[config.mk]
export PLATFORM = sky130hd
export DESIGN_NAME = eeprom_write_slave
export DESIGN_NICKNAME = d
export VERILOG_FILES = /design/src/logic/sync_two_flop.v /design/src/logic/write_fifo.v /design/src/logic/eeprom_write_slave.v
export VERILOG_INCLUDE_DIRS = /design/src /design/src/inc
export SDC_FILE = /design/constraint.sdc
export NUM_CORES = 1
export LEC_CHECK = 0
export ABC_CLOCK_PERIOD_IN_PS = 6350
export BUFFER_PORTS_ARGS = -buffer_cell sky130_fd_sc_hd__buf_2
export CAP_MARGIN = 20
export CELL_PAD_IN_SITES_DETAIL_PLACEMENT = 1
export CELL_PAD_IN_SITES_GLOBAL_PLACEMENT = 2
export CORE_AREA = 3 3 363 221
export DETAILED_ROUTE_END_ITERATION = 6
export DIE_AREA = 0 0 366 224
export GPL_TIMING_DRIVEN = 0
export PLACE_DENSITY = 0.77
export SYNTH_ARGS = -nofsm -noshare
export SYNTH_HDL_FRONTEND = slang
export SYNTH_SLANG_ARGS = --single-unit
[constraint.sdc]
create_clock -name MCLK -period 6.35 [get_ports MCLK]
set_input_delay 1.27 -clock MCLK [delete_from_list [all_inputs] [get_ports MCLK]]
set_output_delay 1.27 -clock MCLK [all_outputs]
set_load 0.02 [all_outputs]
[src/inc/eeprom_defs.vh]
// Constants shared by the two-wire nonvolatile memory write slave.
//
// Contract
// - The data line changes only while the clock is low; high-clock changes are conditions.
// - Data falling while the clock is high is a start, beginning a new transfer.
// - Data rising while the clock is high is a stop, returning to standby.
// - Words are eight bits; each received word is acknowledged low on the ninth clock.
// - Standby at power-up and after a stop once internal work is done.
// - Start, nine clocks, start, stop leaves the slave idle and ready.
// - The upper four address-word bits must equal the device-type pattern.
// - The next three address-word bits must match the chip-select address pins.
// - The last address-word bit selects direction: one reads, zero writes.
// - A matching address is acknowledged; a mismatch gets no acknowledge and standby.
// - While write inhibit is high nothing in the memory is programmed; here it is read at the stop only, so a running program cycle completes.
// - A byte write is device address, two address bytes, one data byte, stop.
// - The stop ending a write starts a timed program cycle that ignores the bus.
// - The program cycle lasts from the stop and ends within five milliseconds; here it ends no earlier than five milliseconds, later while the memory stalls.
// - A page write carries up to 64 data bytes before the stop.
// - Only the low six address bits advance per byte; the page wraps.
// - During a program cycle the address is not acknowledged; afterwards it is.
// - Bits are sampled on the clock rise and acknowledges driven after the fall.
// - The memory is 256 pages of 64 bytes with a 14-bit word address.
`ifndef EEPROM_DEFS_VH
`define EEPROM_DEFS_VH

`define DEV_TYPE_PATTERN 4'hA
`define BITS_PER_WORD 4'h8
`define WORD_ADDR_BITS 14
`define PAGE_OFFSET_BITS 6
`define PAGE_BYTES 64
`define HI_ADDR_KEEP_BITS 6
`define WR_FIFO_DEPTH 8
`define CLK_PERIOD_NS 50
`define INTERNAL_PROGRAM_TIME_MS 5
`define PROG_CYCLES_DEF ((`INTERNAL_PROGRAM_TIME_MS * 1000000) / `CLK_PERIOD_NS)

`endif

[src/logic/sync_two_flop.v]
// Two-flop synchroniser for levels entering the clock domain.
`timescale 1ns/1ps
`default_nettype none

module sync_two_flop #(
    parameter WIDTH = 1
) (
    // Clock and reset.
    input wire clk,
    input wire rst_n,
    // Data.
    input wire [WIDTH-1:0] din,
    output reg [WIDTH-1:0] dout
);

    reg [WIDTH-1:0] stage;

    always @(posedge clk or negedge rst_n) begin
        if (!rst_n) begin
            stage <= {WIDTH{1'b0}};
            dout <= {WIDTH{1'b0}};
        end else begin
            stage <= din;
            dout <= stage;
        end
    end

endmodule

`default_nettype wire

[src/logic/write_fifo.v]
// Synchronous FIFO with a registered output stage.
`timescale 1ns/1ps
`default_nettype none

module write_fifo #(
    parameter WIDTH = 22,
    parameter DEPTH = 8,
    parameter AW = 3
) (
    // Clock and reset.
    input wire clk,
    input wire rst_n,
    // Filling side.
    input wire in_valid,
    output wire in_ready,
    input wire [WIDTH-1:0] in_data,
    // Draining side.
    output reg out_valid,
    input wire out_ready,
    output reg [WIDTH-1:0] out_data,
    // Status.
    output wire empty
);

    reg [WIDTH-1:0] mem [0:DEPTH-1];
    reg [AW-1:0] wr_ptr;
    reg [AW-1:0] rd_ptr;
    reg [AW:0] count;

    wire push = in_valid && in_ready;
    wire pop = (count != {(AW+1){1'b0}}) && (!out_valid || out_ready);

    assign in_ready = (count != DEPTH[AW:0]);
    assign empty = (count == {(AW+1){1'b0}}) && !out_valid;

    always @(posedge clk) begin
        if (push) begin
            mem[wr_ptr] <= in_data;
        end
    end

    always @(posedge clk or negedge rst_n) begin
        if (!rst_n) begin
            wr_ptr <= {AW{1'b0}};
            rd_ptr <= {AW{1'b0}};
            count <= {(AW+1){1'b0}};
            out_valid <= 1'b0;
            out_data <= {WIDTH{1'b0}};
        end else begin
            if (push) begin
                wr_ptr <= (wr_ptr == DEPTH[AW-1:0] - 1'b1) ? {AW{1'b0}} : wr_ptr + 1'b1;
            end
            if (pop) begin
                rd_ptr <= (rd_ptr == DEPTH[AW-1:0] - 1'b1) ? {AW{1'b0}} : rd_ptr + 1'b1;
                out_data <= mem[rd_ptr];
                out_valid <= 1'b1;
            end else if (out_ready) begin
                out_valid <= 1'b0;
            end
            if (push && !pop) begin
                count <= count + 1'b1;
            end else if (pop && !push) begin
                count <= count - 1'b1;
            end
        end
    end

endmodule

`default_nettype wire

[src/logic/eeprom_write_slave.v]
// Two-wire serial slave front end with page buffer and timed program cycle.
`timescale 1ns/1ps
`default_nettype none
`include "eeprom_defs.vh"

module eeprom_write_slave #(
    parameter [23:0] PROG_CYCLES = `PROG_CYCLES_DEF,
    parameter FIFO_DEPTH = `WR_FIFO_DEPTH
) (
    // Clock and reset.
    input wire MCLK,
    input wire RESETN,
    // Two-wire bus.
    input wire SCL,
    input wire SDA_IN,
    output reg SDA_OUT,
    output reg SDA_OE,
    // Straps.
    input wire [2:0] CHIP_SELECT_ADDRESS_PINS,
    input wire WRITE_INHIBIT,
    // Status.
    output reg STANDBY,
    output reg PROGRAM_BUSY,
    // Memory write port.
    output wire MEM_WR_VALID,
    input wire MEM_WR_READY,
    output wire [`WORD_ADDR_BITS-1:0] MEM_WR_ADDR,
    output wire [7:0] MEM_WR_DATA
);

    // =====================================================================
    // States
    // =====================================================================
    localparam [2:0] ST_IDLE = 3'h0;
    localparam [2:0] ST_DEV = 3'h1;
    localparam [2:0] ST_ADDR_HI = 3'h2;
    localparam [2:0] ST_ADDR_LO = 3'h3;
    localparam [2:0] ST_DATA = 3'h4;
    localparam [2:0] ST_IGNORE = 3'h5;
    localparam [2:0] ST_PROG = 3'h6;

    localparam [23:0] PROG_LAST = PROG_CYCLES - 24'h000001;
    localparam FW = `WORD_ADDR_BITS + 8;

    // =====================================================================
    // Overview
    // =====================================================================
    // The slave has no clock of its own on the bus side: both bus lines are
    // sampled by the system clock, and their edges are found by comparing
    // the synchronised level with the level one cycle earlier.
    // A transfer walks through the device word, the two address bytes and
    // any number of data bytes.
    // Data bytes are kept in a page buffer, each marked valid at its offset,
    // so that a page write longer than one page simply overwrites the
    // oldest bytes and only the last byte per offset is committed.
    // Nothing reaches the memory port before the stop that ends the write;
    // a start or an inhibited stop throws the buffered page away.
    // While the program cycle runs, the bus is not looked at at all, which
    // is also why polling during the cycle gets no acknowledge.
    // The program cycle ends when the timer has run its full length and the
    // write queue toward the memory has drained; a slow memory therefore
    // stretches the cycle instead of losing bytes.

    // =====================================================================
    // Reset release and input synchronisers
    // =====================================================================
    wire rst_n;
    wire scl;
    wire sda;
    wire scl_low;
    wire sda_low;
    wire [2:0] cs_pins;
    wire inhibit;

    // The bus lines are synchronised inverted, so that the synchroniser's
    // reset value of zero stands for the idle high level of the bus.
    // Without this, the first cycles after reset would show a false clock
    // edge to the edge detector below.
    assign scl = !scl_low;
    assign sda = !sda_low;

    sync_two_flop #(.WIDTH(1)) u_rst_sync (
        .clk(MCLK),
        .rst_n(RESETN),
        .din(1'b1),
        .dout(rst_n)
    );

    sync_two_flop #(.WIDTH(6)) u_pin_sync (
        .clk(MCLK),
        .rst_n(rst_n),
        .din({!SCL, !SDA_IN, CHIP_SELECT_ADDRESS_PINS, WRITE_INHIBIT}),
        .dout({scl_low, sda_low, cs_pins, inhibit})
    );

    // =====================================================================
    // Bus condition detection
    // =====================================================================
    reg scl_d;
    reg sda_d;

    always @(posedge MCLK or negedge rst_n) begin
        if (!rst_n) begin
            scl_d <= 1'b1;
            sda_d <= 1'b1;
        end else begin
            scl_d <= scl;
            sda_d <= sda;
        end
    end

    // A bit is taken three system clocks after the bus clock rises at the
    // pin: two synchroniser stages and the edge register. The bus clock
    // must therefore stay high and low for at least three system clocks.
    wire scl_rise = scl && !scl_d;
    wire scl_fall = !scl && scl_d;
    // Data moving while the clock stays high is a condition, never a bit.
    wire start_cond = scl && scl_d && sda_d && !sda;
    wire stop_cond = scl && scl_d && !sda_d && sda;

    // =====================================================================
    // Protocol state
    // =====================================================================
    reg [2:0] state;
    reg [3:0] bit_cnt;
    reg [7:0] shift;
    reg in_ack;
    reg [`WORD_ADDR_BITS-1:0] word_addr;
    reg [`PAGE_BYTES-1:0] page_valid;
    reg [23:0] timer;
    reg [6:0] drain_idx;
    reg [7:0] page_buf [0:`PAGE_BYTES-1];

    wire active = (state != ST_IDLE) && (state != ST_PROG);
    wire byte_done = active && !start_cond && !stop_cond && scl_fall && !in_ack && (bit_cnt == `BITS_PER_WORD);
    wire dev_match = (shift[7:4] == `DEV_TYPE_PATTERN) && (shift[3:1] == cs_pins);
    wire [`PAGE_OFFSET_BITS-1:0] offset = word_addr[`PAGE_OFFSET_BITS-1:0];
    wire [`PAGE_OFFSET_BITS-1:0] next_offset = offset + 1'b1;

    // Page drain toward the memory write port.
    wire fifo_in_ready;
    wire fifo_empty;
    wire drain_done = drain_idx[6];
    wire [`PAGE_OFFSET_BITS-1:0] drain_off = drain_idx[5:0];
    wire drain_hit = page_valid[drain_off];
    wire fifo_in_valid = (state == ST_PROG) && !drain_done && drain_hit;
    wire drain_step = (state == ST_PROG) && !drain_done && (!drain_hit || fifo_in_ready);
    wire [FW-1:0] fifo_in_data = {word_addr[`WORD_ADDR_BITS-1:`PAGE_OFFSET_BITS], drain_off, page_buf[drain_off]};
    wire prog_end = (timer == PROG_LAST) && drain_done && fifo_empty;

    // The drain walks all 64 offsets in order and pushes only those that
    // were written, one per cycle while the queue has room. The page bits
    // of every pushed word come from the address that the write loaded.

    // The page buffer holds the bytes until the stop commits them.
    always @(posedge MCLK) begin
        if (byte_done && state == ST_DATA) begin
            page_buf[offset] <= shift;
        end
    end

    always @(posedge MCLK or negedge rst_n) begin
        if (!rst_n) begin
            state <= ST_IDLE;
            bit_cnt <= 4'h0;
            shift <= 8'h00;
            in_ack <= 1'b0;
            SDA_OE <= 1'b0;
            word_addr <= {`WORD_ADDR_BITS{1'b0}};
            page_valid <= {`PAGE_BYTES{1'b0}};
            timer <= 24'h000000;
            drain_idx <= 7'h00;
        end else if (state == ST_PROG) begin
            // The bus is not watched at all while programming.
            SDA_OE <= 1'b0;
            if (timer != PROG_LAST) begin
                timer <= timer + 24'h000001;
            end
            if (drain_step) begin
                drain_idx <= drain_idx + 7'h01;
            end
            if (prog_end) begin
                page_valid <= {`PAGE_BYTES{1'b0}};
                state <= ST_IDLE;
            end
        end else if (start_cond) begin
            // A start anywhere aborts the transfer and expects an address.
            state <= ST_DEV;
            bit_cnt <= 4'h0;
            in_ack <= 1'b0;
            SDA_OE <= 1'b0;
        end else if (stop_cond) begin
            bit_cnt <= 4'h0;
            in_ack <= 1'b0;
            SDA_OE <= 1'b0;
            if (state == ST_DATA && page_valid != {`PAGE_BYTES{1'b0}} && !inhibit) begin
                state <= ST_PROG;
                timer <= 24'h000000;
                drain_idx <= 7'h00;
            end else begin
                page_valid <= {`PAGE_BYTES{1'b0}};
                state <= ST_IDLE;
            end
        end else if (active) begin
            if (scl_rise && !in_ack) begin
                shift <= {shift[6:0], sda};
                bit_cnt <= bit_cnt + 4'h1;
            end else if (scl_fall && in_ack) begin
                // The ninth clock is over; let go of the data line.
                in_ack <= 1'b0;
                SDA_OE <= 1'b0;
            end else if (byte_done) begin
                bit_cnt <= 4'h0;
                in_ack <= 1'b1;
                case (state)
                    ST_DEV: begin
                        if (dev_match) begin
                            SDA_OE <= 1'b1;
                            // Reading is served elsewhere; only writes proceed here.
                            state <= shift[0] ? ST_IGNORE : ST_ADDR_HI;
                        end else begin
                            SDA_OE <= 1'b0;
                            state <= ST_IDLE;
                        end
                    end
                    ST_ADDR_HI: begin
                        SDA_OE <= 1'b1;
                        word_addr[`WORD_ADDR_BITS-1:8] <= shift[`HI_ADDR_KEEP_BITS-1:0];
                        state <= ST_ADDR_LO;
                    end
                    ST_ADDR_LO: begin
                        SDA_OE <= 1'b1;
                        word_addr[7:0] <= shift;
                        page_valid <= {`PAGE_BYTES{1'b0}};
                        state <= ST_DATA;
                    end
                    ST_DATA: begin
                        SDA_OE <= 1'b1;
                        page_valid[offset] <= 1'b1;
                        // Only the in-page offset advances, so the page wraps.
                        word_addr[`PAGE_OFFSET_BITS-1:0] <= next_offset;
                    end
                    ST_IGNORE: begin
                        SDA_OE <= 1'b0;
                    end
                    default: begin
                        SDA_OE <= 1'b0;
                        state <= ST_IDLE;
                    end
                endcase
            end
        end
    end

    // =====================================================================
    // Status outputs
    // =====================================================================
    // The data output only ever pulls low; the enable carries the
    // acknowledge. Standby and busy follow the state one cycle later.
    always @(posedge MCLK or negedge rst_n) begin
        if (!rst_n) begin
            SDA_OUT <= 1'b0;
            STANDBY <= 1'b1;
            PROGRAM_BUSY <= 1'b0;
        end else begin
            SDA_OUT <= 1'b0;
            STANDBY <= (state == ST_IDLE);
            PROGRAM_BUSY <= (state == ST_PROG);
        end
    end

    // =====================================================================
    // Write queue toward the memory array
    // =====================================================================
    // The queue decouples the drain from the memory's ready signal. Each
    // word holds the full word address and the byte, and stays on the
    // memory port until the memory takes it.
    write_fifo #(
        .WIDTH(FW),
        .DEPTH(FIFO_DEPTH),
        .AW(3)
    ) u_fifo (
        .clk(MCLK),
        .rst_n(rst_n),
        .in_valid(fifo_in_valid),
        .in_ready(fifo_in_ready),
        .in_data(fifo_in_data),
        .out_valid(MEM_WR_VALID),
        .out_ready(MEM_WR_READY),
        .out_data({MEM_WR_ADDR, MEM_WR_DATA}),
        .empty(fifo_empty)
    );

endmodule

`default_nettype wire

==> results.ini <==
[pwr]
p_sw_frac = 0.2794
p_leak_nw = 13.25
power.internal_mw = 10.37
pwr-share-seq = 0.484
switchingPower_mw = 4.022
power_density_mw_per_mm2 = 366.1
p_clk_frac = 0.335
power_frac_comb = 0.181
peakVddDrop_mv = 0.1850

[synthesis]
ys_top_cells_by_count = edfxtp_1, mux4_2, nor2_1, dfrtp_1, a31oi_1
postSynthCellCount = 1877
synth.yosys.seq_area_share = 0.7240
async_reset_ff_frac = 0.2046
yosysTopAreaCell = edfxtp_1
synth_area_per_cell_um2 = 18.46
synth_warnings = 0
syn_nets = 1899
synth_edf_count = 688
netlist.area_leader.share = 0.5961
synth.distinct_cells = 62
synth_top_cells_by_area = edfxtp_1, mux4_2, dfrtp_1
ys_ff_latch = 865
synth.cell_area_mm2 = 0.03466
yosysMostFrequentCell = edfxtp_1
synth_flop_cell = edfxtp_1

[clocking]
cts.sinks = 865
cts_setup_buffers = 0
root_buffer = clkbuf_16
ctsHoldBuffers = 0
cts_buffers = 79
htree_levels = 3
clockBufferDepth = 3
path_clk_slew_ns = 0.07
insertion_delay_ns = 0.65
cts_resized = 0
cts_tree = yes

[worst_setup_path]
arrival_ns = 5.77
setup.worst_path.start_class = flip-flop
path_class = flip-flop to flip-flop
rrSetupSlack_ns = 0.93
r2r-start = drain_idx[1]$_DFFE_PN0P_
worstRegToRegCells = 11
critPathCaptureType = flip-flop
r2r-end = u_fifo.mem[1][6]$_DFFE_PP_
required_ns = 6.70
crit_fanout = 10

[floorplan]
rows = 79
ios = 36
die_h_um = 224
die_area_mm2 = 0.08198
die_width_um = 366
core_area_mm2 = 0.07730
initial_core_util = 0.4484

[global_route]
grt_pass1_wl_um = 133600
groute.usage.overall = 0.2223
antenna_found_initial = 2
grt_pass1_vias = 19380
grt_start_max_net_pins = 68
grt_overflow = 0

[timing]
tightest_slew_ns = 1.189
fin_crit_sh = 0.8543
slew_viol_final = 0
skew_ns = 0.03407
tns_ns = 0
finalHoldViolations = 0
worst_slack_ns = 0.9253
max_freq_mhz = 184.3
max_slew_margin = 0.2076
rsz0062_at_grt = no
setup_viol = 0
period_minus_slack_ns = 5.425

[hold_path]
min-delay-path-class = flip-flop to flip-flop
holdPathStages = 0
hp-start = u_pin_sync.stage[2]$_DFF_PN0_
hold_end = u_pin_sync.dout[2]$_DFF_PN0_

[outcome]
status = finished, final reports clean

[run]
maxCapViolations = 0

[route]
route.detailed.drc = 0
wl_per_cell_um = 28.71
first_iter_violations = 1969
first_pass_iters = 5
routed_via_density = 5.925
vias = 18580
antenna_left = 0
drt_wl_total_um = 90040

[place]
io_buffer_count = 34
hpwl_um = 61290
dp_slack_ns = 0.9474
place_congestion = 0.8440

[cells_and_area]
n_fill_cell = 7099
multi_input_area_mm2 = 0.008996
synthToLayoutAreaGrowth_pct = 13.44
drive_above_1_share = 0.2378
fin_nets = 2043
regArea_mm2 = 0.02511

## metrics by stage
| stage | power [mW] | std cells | utilization | hold WS, ns | cell area, um^2 |
|---|---|---|---|---|---|
| 2_1_floorplan | 8.605 | 1877 | - | 0.3312 | 34660 |
| 3_3_place_gp | 9.524 | 2964 | 0.4676 | 0.3317 | 36140 |
| 3_5_place_dp | 9.704 | 2990 | 0.4746 | 0.3373 | 36690 |
| 4_1_cts | 14.48 | 3132 | 0.5078 | 0.3496 | 39250 |
| 5_1_grt | 14.94 | 3135 | 0.5086 | 0.3521 | 39310 |
| 6_report | 14.39 | 3136 | 0.5086 | 0.3491 | 39310 |
## cell type report
cell class	count	share of cell area
Multi-Input combinational cell	881	0.2288
Clock inverter	40	0.01050
Antenna cell	1	0.00006365
Tap cell	1053	0.03351
Inverter	21	0.002005
Timing Repair Buffer	63	0.01773
Buffer	110	0.01394
Sequential cell	865	0.6386
Clock buffer	102	0.05480
## flip-flops by register name (all words and copies together), names as in the netlist, 3 cells and up
| register | flops |
|---|---|
| drain_idx | 7 |
| state | 3 |
| page_valid | 64 |
| page_buf | 512 |
| bit_cnt | 4 |
| timer | 24 |
| word_addr | 14 |
| u_pin_sync.stage | 6 |
| u_pin_sync.dout | 6 |
| shift | 8 |
| u_fifo.count | 4 |
| u_fifo.wr_ptr | 3 |
| u_fifo.out_data | 22 |
| u_fifo.rd_ptr | 3 |
| u_fifo.mem | 176 |
## worst max-delay path, cell delays in order (launching register included)
cell and delay, ns:
dfrtp_1 0.57, buf_2 0.42, buf_2 0.40, buf_1 0.75
mux2i_1 0.31, a2bb2oi_1 0.29, a22oi_1 0.14, nor4_1 0.61
buf_2 0.34, nor4bb_4 0.84, buf_6 0.27, buf_6 0.16
## placed cells by master, fill, tap and decap left out, drive strengths merged, types with 19 or more instances in the layout
master	count
nand3	19
edfxtp	688
mux2i	31
clkinv	22
nand2	49
clkbuf	155
buf	120
inv	26
a21oi	38
dfrtp	174
mux4	226
a31oi	67
o21ai	30
nor4	22
mux2	23
nor2	208
## how the worst max path moves through the flow
stage,endpoint,depth (start not counted),startpoint
floorplan,PROGRAM_BUSY$_DFF_PN0_,0,u_rst_sync.dout$_DFF_PN0_
global placement,u_fifo.mem[1][21]$_DFFE_PP_,9,drain_idx[1]$_DFFE_PN0P_
detailed placement,u_fifo.mem[1][19]$_DFFE_PP_,11,drain_idx[1]$_DFFE_PN0P_
CTS,u_fifo.mem[1][6]$_DFFE_PP_,11,drain_idx[1]$_DFFE_PN0P_
global route,u_fifo.mem[1][6]$_DFFE_PP_,11,drain_idx[1]$_DFFE_PN0P_
finish,u_fifo.mem[1][6]$_DFFE_PP_,11,drain_idx[1]$_DFFE_PN0P_
## layer usage
metal,vias to the layer above,GRT usage,share of wire
met3,124,0.06792,0.094
li1,7809,-,-
met5,-,0,0
met4,0,0.04571,0.018
met1,9947,0.3467,0.46
met2,702,0.3087,0.43
## power groups by stage
stage                     Sequential, mW  Clock [mW]  Combinational [mW]
after detailed placement            7.10           0                2.60
after CTS                           6.98        4.88                2.62
after floorplan                     7.14           0                1.47
after global routing                7.01        5.13                2.81
final                               6.97        4.82                2.61
after global placement              7.33           0                2.19
## logic make-up (layout without fill, tap and decap cells)
group / count (synthesis) / count (layout) / share of synthesized area
DFF: 865 / 865 / 0.7240
buffers and inverters: 131 / 336 / 0.01809
muxes: 280 / 280 / 0.1633
AOI/OAI and AO/OA: 162 / 162 / 0.02856
other: 2 / 3 / 0.0002167
adders and majority gates: 13 / 13 / 0.004910
xor gates and xnor gates: 27 / 27 / 0.006823
and+or+nand+nor: 397 / 397 / 0.05408
Note: power is estimated with default switching activity, not from simulation.
